### config.mk
export PLATFORM = sky130hd
export DESIGN_NAME = pcgb_gate_bank
export DESIGN_NICKNAME = d
export VERILOG_FILES = /design/src/verilog/pcgb_pkg.sv /design/src/verilog/pcgb_gate_bank.sv
export SDC_FILE = /design/constraint.sdc
export NUM_CORES = 1
export LEC_CHECK = 0
export BUFFER_PORTS_ARGS = -buffer_cell sky130_fd_sc_hd__clkbuf_2
export CORE_MARGIN = 4
export CORE_UTILIZATION = 35
export CTS_BUF_LIST = sky130_fd_sc_hd__clkbuf_16
export DETAILED_ROUTE_END_ITERATION = 12
export GPL_TIMING_DRIVEN = 0
export HOLD_SLACK_MARGIN = 0.12
export PLACE_DENSITY = 0.7
export SYNTH_ARGS = -nofsm -noshare
export SYNTH_HDL_FRONTEND = slang
export SYNTH_SLANG_ARGS = --single-unit
### constraint.sdc
create_clock -name ref_clk -period 3.99 [get_ports ref_clk]
set_input_delay 0.5985 -clock ref_clk [delete_from_list [all_inputs] [get_ports ref_clk]]
set_output_delay 0.5985 -clock ref_clk [all_outputs]
set_load 0.01 [all_outputs]
### src/verilog/pcgb_pkg.sv
// Shared constants of the second peripheral clock gate bank
package pcgb_pkg;

    // ============================================================
    // Bus geometry
    localparam int ADDR_W = 16;
    localparam int DATA_W = 32;
    localparam int SEL_W = 4;
    localparam int WORD_SHIFT = 2;

    // ============================================================
    // Register indices and byte addresses (byte address = index * 4)
    localparam logic [ADDR_W-1:0] REG_GATE_IDX = 16'h1C03;
    localparam logic [ADDR_W-1:0] REG_STATUS_IDX = 16'h1C40;
    localparam logic [ADDR_W-1:0] REG_GATE_ADDR = REG_GATE_IDX << WORD_SHIFT;
    localparam logic [ADDR_W-1:0] REG_STATUS_ADDR = REG_STATUS_IDX << WORD_SHIFT;

    // ============================================================
    // Gate register fields; a set bit stops that unit's clock
    localparam int GATE_W = 7;
    localparam int DISPLAY_BIT = 0;
    localparam int SAR_BIT = 1;
    localparam int USB_BIT = 2;
    localparam int DMA1_BIT = 3;
    localparam int DMA2_BIT = 4;
    localparam int DMA3_BIT = 5;
    localparam int ANALOG_BIT = 6;
    localparam logic [GATE_W-1:0] GATE_RESET = 7'h00;

    // ============================================================
    // Status register fields
    localparam int STAT_ACK_BIT = 0;
    localparam int STAT_RUN_LSB = 8;

    // ============================================================
    // Misc
    localparam int SYNC_STAGES = 2;
    localparam logic [DATA_W-1:0] READ_ZERO = 32'h0000_0000;

endpackage

### src/verilog/pcgb_gate_bank.sv
// Second peripheral clock gate bank with a classic Wishbone register slave
// ============================================================
// How it works
// - Each gate bit at 0 keeps its clock running; at 1 stops it.
// - Bit 6 gates the clock of the analog-domain control registers.
// - Bit 5 gates the clock of DMA controller three.
// - Bit 4 gates the clock of DMA controller two.
// - Bit 3 gates the clock of DMA controller one.
// - Bit 2 gates the USB controller clock.
// - The USB gate stops only the controller clock; the USB PLL keeps running.
module pcgb_gate_bank (
    input wire logic ref_clk,
    input wire logic reset_n,
    input wire logic wb_cyc_i,
    input wire logic wb_stb_i,
    input wire logic wb_we_i,
    input wire logic [pcgb_pkg::ADDR_W-1:0] wb_adr_i,
    input wire logic [pcgb_pkg::SEL_W-1:0] wb_sel_i,
    input wire logic [pcgb_pkg::DATA_W-1:0] wb_dat_i,
    output logic [pcgb_pkg::DATA_W-1:0] wb_dat_o,
    output logic wb_ack_o,
    input wire logic usb_stop_acknowledge,
    output logic analog_regs_clk_run,
    output logic third_dma_clk_run,
    output logic second_dma_clk_run,
    output logic first_dma_clk_run,
    output logic usb_controller_clk_run,
    output logic sar_converter_clk_run,
    output logic display_controller_clk_run,
    output logic usb_pll_run
);

    // ============================================================
    // State
    typedef struct packed {
        logic [pcgb_pkg::GATE_W-1:0] gate;
        logic [pcgb_pkg::GATE_W-1:0] run;
        logic pll_run;
        logic [pcgb_pkg::SYNC_STAGES-1:0] ack_sync;
        logic ack;
        logic [pcgb_pkg::DATA_W-1:0] rdata;
    } pcgb_state_t;

    pcgb_state_t st;
    pcgb_state_t next_st;

    // ============================================================
    // Address decode, used by the datapath and the checks
    function automatic logic pcgb_hit(input logic [pcgb_pkg::ADDR_W-1:0] adr,
                                      input logic [pcgb_pkg::ADDR_W-1:0] reg_addr);
        // Byte lane bits ignored: each register owns one aligned word
        pcgb_hit = (adr >> pcgb_pkg::WORD_SHIFT) == (reg_addr >> pcgb_pkg::WORD_SHIFT);
    endfunction

    logic req;
    logic hit_gate;
    logic hit_status;
    logic write_gate;
    logic read_gate;
    logic read_status;

    assign req = wb_cyc_i && wb_stb_i && !st.ack;
    assign hit_gate = pcgb_hit(wb_adr_i, pcgb_pkg::REG_GATE_ADDR);
    assign hit_status = pcgb_hit(wb_adr_i, pcgb_pkg::REG_STATUS_ADDR);
    assign write_gate = req && wb_we_i && hit_gate && wb_sel_i[0];
    assign read_gate = req && !wb_we_i && hit_gate;
    assign read_status = req && !wb_we_i && hit_status;

    // ============================================================
    // Next state
    always_comb begin
        next_st = st;
        // Acknowledge pin is asynchronous to ref_clk
        next_st.ack_sync = {st.ack_sync[pcgb_pkg::SYNC_STAGES-2:0], usb_stop_acknowledge};
        next_st.ack = 1'b0;
        next_st.rdata = pcgb_pkg::READ_ZERO;
        if (req) begin
            // Unmapped addresses still get an ack, reading zero
            next_st.ack = 1'b1;
            if (write_gate) begin
                // Upper bits of the write are dropped
                next_st.gate = wb_dat_i[pcgb_pkg::GATE_W-1:0];
            end
            if (!wb_we_i && hit_gate) begin
                next_st.rdata[pcgb_pkg::GATE_W-1:0] = st.gate;
            end
            if (!wb_we_i && hit_status) begin
                next_st.rdata[pcgb_pkg::STAT_ACK_BIT] = st.ack_sync[pcgb_pkg::SYNC_STAGES-1];
                next_st.rdata[pcgb_pkg::STAT_RUN_LSB +: pcgb_pkg::GATE_W] = st.run;
            end
        end
        // Enables track the gate in the same edge; no software ordering
        // check here, the stop handshake is the caller's duty
        next_st.run = ~next_st.gate;
        // PLL is not touched by any gate bit
        next_st.pll_run = 1'b1;
    end

    always_ff @(posedge ref_clk or negedge reset_n) begin
        if (!reset_n) begin
            st.gate <= pcgb_pkg::GATE_RESET;
            st.run <= ~pcgb_pkg::GATE_RESET;
            st.pll_run <= 1'b1;
            st.ack_sync <= '0;
            st.ack <= 1'b0;
            st.rdata <= pcgb_pkg::READ_ZERO;
        end else begin
            st <= next_st;
        end
    end

    // ============================================================
    // Outputs, each a flip-flop; these are enables for cell-level gates
    assign wb_dat_o = st.rdata;
    assign wb_ack_o = st.ack;
    assign analog_regs_clk_run = st.run[pcgb_pkg::ANALOG_BIT];
    assign third_dma_clk_run = st.run[pcgb_pkg::DMA3_BIT];
    assign second_dma_clk_run = st.run[pcgb_pkg::DMA2_BIT];
    assign first_dma_clk_run = st.run[pcgb_pkg::DMA1_BIT];
    assign usb_controller_clk_run = st.run[pcgb_pkg::USB_BIT];
    assign sar_converter_clk_run = st.run[pcgb_pkg::SAR_BIT];
    assign display_controller_clk_run = st.run[pcgb_pkg::DISPLAY_BIT];
    assign usb_pll_run = st.pll_run;

    // Every bit: written value shows inverted on the enables one edge later
    genvar gi;
    generate
        for (gi = 0; gi < pcgb_pkg::GATE_W; gi++) begin : g_bit_chk

        end
    endgenerate
endmodule // pcgb_gate_bank

### After elaboration in Yosys (flattened, before gate mapping)

Index checks and enable logic that the tools add are counted.

| storage, ports and cells | value |
|---|---|
| bits of input ports | 58 |
| logic and storage cells | 25 |
| register bits | 31 |
| output and inout port bits | 41 |

| cells by class | value |
|---|---|
| multiplexer cells | 8 |
| equal/unequal tests | 2 |
| bitwise gates (word level) | 1 |
| reductions and logical operators | 9 |

Operators by type and width:

| kind | number |
|---|---|
| two-way mux 7 bit | 6 |
| == test 14 x 13 -> 1 bit, second input constant | 2 |
| logical AND 1 bit | 7 |
| inverter 7 bit | 1 |
| zero test 1 bit | 2 |
| two-way mux 1 bit | 2 |

### Depth between registers and ports, before layout

Gate-level depths: netlist of run 1.

| depth | value |
|---|---|
| depth after elaboration | 8 |
| gate-level depth with buffers | 6 |
| gate-level depth less buffers | 4 |

### Least setup slack after synthesis of run 1

Ideal clock, no wire load.

| timing | value |
|---|---|
| path kind | input to register |
| start | input port wb_adr_i[15] in the netlist's numbering |
| end | register (tool-made name) |
| stages on the path | 6 |
| setup time | 0.125 ns |
| slack | 1.679 ns |
| buffers on the path | 2 |
| data arrival time | 2.185 ns |
| required time | 3.865 ns |
| path through | or4_4 -> nand2b_4 -> or3_1 -> buf_6 -> buf_8 -> mux2_4 |

RTL lines:

| what | RTL line | source |
|---|---|---|
| start: declaration | pcgb_gate_bank.sv:17 | `input wire logic [pcgb_pkg::ADDR_W-1:0] wb_adr_i,` |

==> summary.txt, run 1 <==
Clocking
  • Quantity of gates resized following cts: 0
  • Clock input transition at the sequential cells of the worst setup and hold paths: approximately 0.050 ns
  • Level count of the clock H-tree: 2
  • Number of post-CTS setup repair buffers: 0
  • Buffer levels on the longest clock path: 2
  • Number of buffers added by the clock tree synthesis step: 5
  • TritonCTS sink count: 31
  • CTS tree: built
  • Root buffer cell: sky130_fd_sc_hd__clkbuf_16
  • Number of hold buffers added after cts: 0
  • Clock latency reported for the late side of the worst-skew pair: around 0.27 ns

Global route
  • Number of global-route vias before repair: between 800 and 900
  • Final global-route overflow total: 0
  • Maximum number of pins on one net before global-route repair: 32
  • Number of antenna violations at the first check in global routing: 0
  • First-pass GRT wire length: ~3900 um
  • Overall fraction of global-route tracks in use: 0.0980

Die
  • Num rows: 23
  • Floorplan die height: 72.1 um
  • IO Count: approximately 100
  • Die area: 5200 um^2
  • Width of the chip: 72.1 um
  • Core Area: 4000 um^2
  • Initial cell density of the core: 0.359

Critical path
  • Chain of cells forming the critical path: clkbuf_2, or4_4, nand2b_4, or3_1, buf_6, buf_8, mux2_4
  • Kind of end point of the critical path: flop
  • Crit path max-delay family: simple AND/OR/NAND/NOR gates
  • Crit path buf inv count: 3
  • Worst path required time: about 4.1 ns
  • Master of the slowest instance on the critical path: sky130_fd_sc_hd__or4_4
  • Worst Setup SP: wb_adr_i[15]
  • Arrival time reported for the critical path endpoint: 2.32 ns
  • Maximum fanout along the worst path: 10
  • Worst setup path class: primary input to flop
  • CP peak stage delay: between 0.5 and 0.6 ns
  • Category of the worst setup path launch point: primary input
  • Reg2reg start: wb_ack_o$_DFF_PN0_

Timing
  • Setup slack of the critical path after layout: around 1.8 ns
  • Final setup fails: 0
  • RSZ-0062 raised after global routing: false
  • Number of hold violations in the final report: 0
  • Setup clock skew after layout: roughly 0.0035 ns
  • Summed negative setup slack over all endpoints: 0 ns
  • Max transition margin: 0.449
  • Number of slew-limit violations in the final report: 0
  • Ratio of final minimum period to clock period: 0.543
  • Achievable frequency: 462 MHz
  • Actual slew at the worst max-slew pin: between 0.8 and 0.9 ns
  • Shortest clock period the worst path allows after layout: 2.17 ns

Power and ir drop
  • Standby leakage power: between 1 and 1.5 nW
  • Maximum vdd ir drop: approximately 0.22 mV
  • Overall power: ~710 uW
  • PD cells: between 300 and 400 nW/um^2

Finish
  • Diode insertion count for antenna repair: 0
  • Post-route cell area: ~1900 um^2
  • Layout cell share with drive strength beyond 1: 0.557
  • Area overhead of the layout relative to synthesis: 35.4%
  • Final Net Count: roughly 240

Yosys
  • Yosys warns: 0
  • Area of the mapped netlist: between 1000 and 1500 um^2
  • Cell type with the highest aggregate area in the netlist: sky130_fd_sc_hd__dfrtp_1
  • Count of different cell masters after synthesis: 21
  • Synth Area per Inst: ~13 um^2
  • Number of standard cells after synthesis: 111
  • Post-synthesis register bit count: 31
  • Seq/Total Area, Yosys: 0.546
  • Top area cells in the synthesized netlist: sky130_fd_sc_hd__dfrtp_1, sky130_fd_sc_hd__buf_4, sky130_fd_sc_hd__dfstp_2, sky130_fd_sc_hd__and2_1, sky130_fd_sc_hd__mux2i_1
  • Proportion of netlist area held by the largest area contributor: 0.418

Detailed routing
  • Starting DRT DRC Count: 3
  • Total via count after detailed routing: between 900 and 1000
  • Per-cell routed wire length: around 10 um
  • Aggregate routed wire length: ~2400 um
  • Routed Antenna Nets: 0
  • Via count normalized by instance count: between 3 and 4
  • Number of iterations in the first detailed-routing pass: 2
  • DRC errors left: 0

Place
  • Setup slack at placement: 1.54 ns
  • Detailed placer's ending HPWL: a little over 2000 um
  • Buffers on Ports: 49
  • Final Wtd Congestion: between 0.6 and 0.7
  • Total cell area at the placement stage: approximately 1800 um^2

Worst hold path
  • Startpoint of the most critical hold path: next_st[34]$_DFF_PN0_
  • HP Class: flop to flop

Run status
  • Result of the run: finished, final reports clean

Flow run
  • Number of maximum-capacitance violations: 0
placed cells by master (no fill, tap or decap):
cell type / Yosys / routed
sky130_fd_sc_hd__clkbuf_2: 0 / 49
sky130_fd_sc_hd__nor4b_4: 1 / 1
sky130_fd_sc_hd__nor2_1: 1 / 1
sky130_fd_sc_hd__buf_6: 1 / 1
sky130_fd_sc_hd__nand3_1: 1 / 1
sky130_fd_sc_hd__nand2b_4: 1 / 1
sky130_fd_sc_hd__mux2_4: 3 / 3
sky130_fd_sc_hd__dfrtp_1: 24 / 24
sky130_fd_sc_hd__clkinv_2: 0 / 1
sky130_fd_sc_hd__clkbuf_16: 0 / 5
sky130_fd_sc_hd__and3b_1: 2 / 2
sky130_fd_sc_hd__or3_1: 1 / 1
sky130_fd_sc_hd__a32o_1: 1 / 1
sky130_fd_sc_hd__dfstp_2: 7 / 7
sky130_fd_sc_hd__buf_8: 1 / 1
sky130_fd_sc_hd__conb_1: 2 / 19
sky130_fd_sc_hd__nor4_1: 3 / 3
sky130_fd_sc_hd__nand4b_1: 1 / 1
sky130_fd_sc_hd__mux2_1: 4 / 4
sky130_fd_sc_hd__nand2_1: 3 / 3
sky130_fd_sc_hd__and2_1: 13 / 13
sky130_fd_sc_hd__mux2i_1: 7 / 7
sky130_fd_sc_hd__inv_1: 0 / 2
sky130_fd_sc_hd__or4_4: 1 / 1
sky130_fd_sc_hd__buf_4: 33 / 33
worst paths after layout:
kind | end | slack (ns) | cells past startpoint
hold reg to reg | st[34]$_DFF_PN0_ | 0.35 | 0
max in group asynchronous | async pin | 3.14 | 1
min in group asynchronous | async pin | 0.38 | 1
setup reg to reg | flop | 2.09 | 6
hold / removal | st[34]$_DFF_PN0_ | 0.35 | 0
setup / recovery | flop | 1.82 | 7
area by class of cell:
type	count	area, um^2
fillers	369	2050
repair buffers	49	245
flip-flops and latches	31	785
plain buffers	35	274
clock buffers	5	125
multi-input cells	62	443
well taps	50	62.6
clock inverters	3	12.5
worst reg2reg max path: stages (launching register included):
cell	delay, ns
sky130_fd_sc_hd__dfrtp_1	0.37
sky130_fd_sc_hd__and3b_1	0.22
sky130_fd_sc_hd__nand4b_1	0.17
sky130_fd_sc_hd__or3_1	0.42
sky130_fd_sc_hd__buf_6	0.15
sky130_fd_sc_hd__buf_8	0.14
sky130_fd_sc_hd__mux2_4	0.30
stage by stage:
| step | hold slack [ns] | util | std cells |
|---|---|---|---|
| final | 0.353 | 0.487 | 235 |
| after global routing | 0.360 | 0.487 | 235 |
| after CTS | 0.359 | 0.487 | 235 |
| after detailed placement | 0.348 | 0.452 | 227 |
| after global placement | 0.335 | 0.452 | 227 |
| after floorplan | 0.303 | - | 128 |
synth_stat cells (all sizes together):
library cell	instances
buf	35
dfrtp	24
and2	13
dfstp	7
mux2	7
mux2i	7
nand2	3
nor4	3
and3b	2
conb	2
a32o	1
nand2b	1
nand3	1
nand4b	1
nor2	1
nor4b	1
or3	1
or4	1
cells by family (layout without fill, tap and decap cells):
logic type | Yosys count | after routing | share of synthesized area
buf+inv | 35 | 92 | 0.191
compound gates | 1 | 1 | 0.00696
simple gates | 28 | 28 | 0.140
mux | 14 | 14 | 0.111
other cells | 2 | 19 | 0.00522
flops | 31 | 31 | 0.546
where the power goes:
| group | total (mW) | switching [mW] | leakage (nW) | internal [mW] |
|---|---|---|---|---|
| Sequential | 0.318 | 0.000582 | 0.404 | 0.317 |
| Clock | 0.343 | 0.119 | 0.0762 | 0.224 |
| Combinational | 0.0487 | 0.0239 | 0.664 | 0.0248 |
metal layers:
layer | global-route usage | part of all wire | up-vias
met5 | 0 | 0 | -
met4 | 0.0564 | 0.018 | 0
met3 | 0.0332 | 0.11 | 5
met2 | 0.155 | 0.48 | 53
met1 | 0.116 | 0.40 | 398
li1 | - | - | 463
(Power assumes the default switching activity.)
==> run 2: changes to the inputs <==
==> constraint.sdc (replaced) <==
create_clock -name ref_clk -period 2.05 [get_ports ref_clk]
set_input_delay 0.3075 -clock ref_clk [delete_from_list [all_inputs] [get_ports ref_clk]]
set_output_delay 0.3075 -clock ref_clk [all_outputs]
set_load 0.01 [all_outputs]
==> summary.txt, run 2 (synthesis gave the netlist of run 1 again) <==
Die
  • Width of the chip: 72.1 um (unchanged)
  • Floorplan die height: 72.1 um (unchanged)
  • Num rows: 23 (unchanged)
  • Die area: 5200 um^2 (unchanged)
  • Initial cell density of the core: 0.359 (unchanged)
  • Core Area: 4000 um^2 (unchanged)
  • IO Count: 99 (unchanged)

Timing
  • Actual slew at the worst max-slew pin: 0.818 ns (-0.000477 ns)
  • Ratio of final minimum period to clock period: 0.939
  • Setup clock skew after layout: 0.00350 ns (+0.0000137 ns)
  • Shortest clock period the worst path allows after layout: roughly 1.9 ns
  • Max transition margin: 0.450 (about the same)
  • Final setup fails: 0 (unchanged)
  • Number of slew-limit violations in the final report: 0 (unchanged)
  • RSZ-0062 raised after global routing: false
  • Achievable frequency: 520 MHz
  • Number of hold violations in the final report: 0 (unchanged)

Finish
  • Number of filler cells placed in the layout: 370 (+0.27%)
  • Most frequent cells in the layout: sky130_fd_sc_hd__clkbuf_2, sky130_fd_sc_hd__buf_4, sky130_fd_sc_hd__dfrtp_1
  • Final Net Count: 243 (+0.41%)
  • Most common cell after layout, fill and taps aside: sky130_fd_sc_hd__clkbuf_2
  • Layout cell share with drive strength beyond 1: 0.559 (+0.00238)
  • Post-route cell area: 1960 um^2 (+0.84%)
  • Diode insertion count for antenna repair: 0 (unchanged)
  • Non-filler cells, final: 236 (+0.43%)
  • Area overhead of the layout relative to synthesis: 36.6%

Clocking
  • Root buffer cell: sky130_fd_sc_hd__clkbuf_16
  • Level count of the clock H-tree: 2 (unchanged)
  • Buffer levels on the longest clock path: 2 (unchanged)
  • Clock input transition at the sequential cells of the worst setup and hold paths: 0.05 ns (about the same)
  • TritonCTS sink count: 31 (unchanged)
  • CTS tree: built
  • Number of post-CTS setup repair buffers: 0 (unchanged)
  • Clock latency reported for the late side of the worst-skew pair: 0.27 ns (about the same)
  • Number of buffers added by the clock tree synthesis step: 5 (unchanged)

Global route
  • Overall fraction of global-route tracks in use: 0.0988 (+0.000877)
  • Maximum number of pins on one net before global-route repair: 32 (unchanged)
  • Number of antenna violations at the first check in global routing: 0 (unchanged)
  • GR Layer Usage met1: 0.117 (+0.000884)
  • Number of global-route vias before repair: 908 (+1.2%)
  • First-pass GRT wire length: 3910 um (+1.1%)
  • GRT Max-Usage Layer: met2
  • Fraction of met2 tracks used by global routing: 0.157 (+0.00202)
  • Met3 usage in global routing: 0.0332 (unchanged)
  • Final global-route overflow total: 0 (unchanged)

Detailed routing
  • Per-cell routed wire length: 10.3 um (about the same)
  • Aggregate routed wire length: 2430 um (+0.50%)
  • Via count normalized by instance count: 3.93 (+0.55%)
  • Total via count after detailed routing: 928 (+0.98%)
  • Number of iterations in the first detailed-routing pass: 2 (unchanged)
  • DRC errors left: 0 (unchanged)
  • Routed Antenna Nets: 0 (unchanged)
  • Starting DRT DRC Count: 3 (unchanged)

Critical path
  • Category of the worst setup path launch point: flop
  • Worst path required time: 2.20 ns (-1.94 ns)
  • Worst setup path class: flop to flop
  • Arrival time reported for the critical path endpoint: 2.07 ns (-0.25 ns)
  • Kind of end point of the critical path: flop
  • Maximum fanout along the worst path: 10 (unchanged)

Run status
  • Result of the run: finished, final reports clean

Power and ir drop
  • Overall power: 1.38 mW (+95%)
  • Maximum vdd ir drop: 0.435 mV (+95%)
  • PD cells: 704 nW/um^2 (+93%)
  • Standby leakage power: 1.15 nW (+0.37%)

Flow run
  • Number of maximum-capacitance violations: 0 (unchanged)

Place
  • Total cell area at the placement stage: 1810 um^2 (unchanged)
  • Buffers on Ports: 49 (unchanged)
  • Inst Count DP: 227 (unchanged)
  • Final Wtd Congestion: 0.698 (unchanged)
  • Detailed placer's ending HPWL: 2010 um (unchanged)

Worst hold path
  • HP Class: primary input to flop
## run 2: cell count changes in the layout (fill, tap and decap cells not counted)
| cell | change |
|---|---|
| sky130_fd_sc_hd__nor4_2 | +1 |
| sky130_fd_sc_hd__nor4_1 | -1 |
| sky130_fd_sc_hd__dlygate4sd3_1 | +1 |
## run 2: routing by layer
layer / part of all wire / vias up
met5: 0 / -
met4: 0.018 / 0
met3: 0.11 / 5
met2: 0.48 / 53
met1: 0.40 / 403
li1: - / 467
## run 2: worst paths after layout
check | start | end | slack (ns) | cells after the start
worst max register to register | wb_ack_o$_DFF_PN0_ | flop | 0.13 | 6
min in group asynchronous | reset_n | async pin | 0.62 | 2
worst max-delay path | wb_ack_o$_DFF_PN0_ | flop | 0.13 | 6
worst min register to register | next_st[34]$_DFF_PN0_ | st[34]$_DFF_PN0_ | 0.35 | 0
max in group asynchronous | reset_n | wb_dat_o[0]$_DFF_PN0_ | 0.96 | 2
worst min-delay path | usb_stop_acknowledge | next_st[34]$_DFF_PN0_ | 0.14 | 1
## run 2: area by class of cell
class	instances	area, um^2	area share
flip-flops and latches	31	785	0.400
multi-input cells	62	449	0.229
plain buffers	35	274	0.140
repair buffers	50	255	0.130
clock buffers	5	125	0.0637
well taps	50	62.6	0.0319
clock inverters	3	12.5	0.00637
## run 2: power breakdown
group	internal [mW]	switching [mW]	total, mW
clock network	0.436	0.231	0.667
logic	0.0495	0.0473	0.0968
registers	0.617	0.00113	0.618
## run 2: worst max-delay path: stages, from the launching register on
cell and delay [ns]:
sky130_fd_sc_hd__dfrtp_1 0.37, sky130_fd_sc_hd__and3b_1 0.22, sky130_fd_sc_hd__nand4b_1 0.19, sky130_fd_sc_hd__or3_1 0.43
sky130_fd_sc_hd__buf_6 0.15, sky130_fd_sc_hd__buf_8 0.14, sky130_fd_sc_hd__mux2_4 0.30
## run 2: repair_timing
action,in CTS,in global routing
setup endpoints to repair,0,1
endpoints found under the hold margin,19,0
resized for setup,0,1
hold buffers,1,0
## run 2: metrics by stage
| step | worst slack, ns | TNS (ns) | hold WS (ns) | util |
|---|---|---|---|---|
| after global placement | -0.0878 | -0.251 | 0.335 | 0.452 |
| after global routing | 0.0207 | 0 | 0.140 | 0.491 |
| final | 0.126 | 0 | 0.143 | 0.491 |
| after detailed placement | -0.105 | -0.302 | 0.348 | 0.452 |
| after floorplan | 0.0304 | 0 | 0.0119 | - |
| after CTS | 0.141 | 0 | 0.140 | 0.489 |
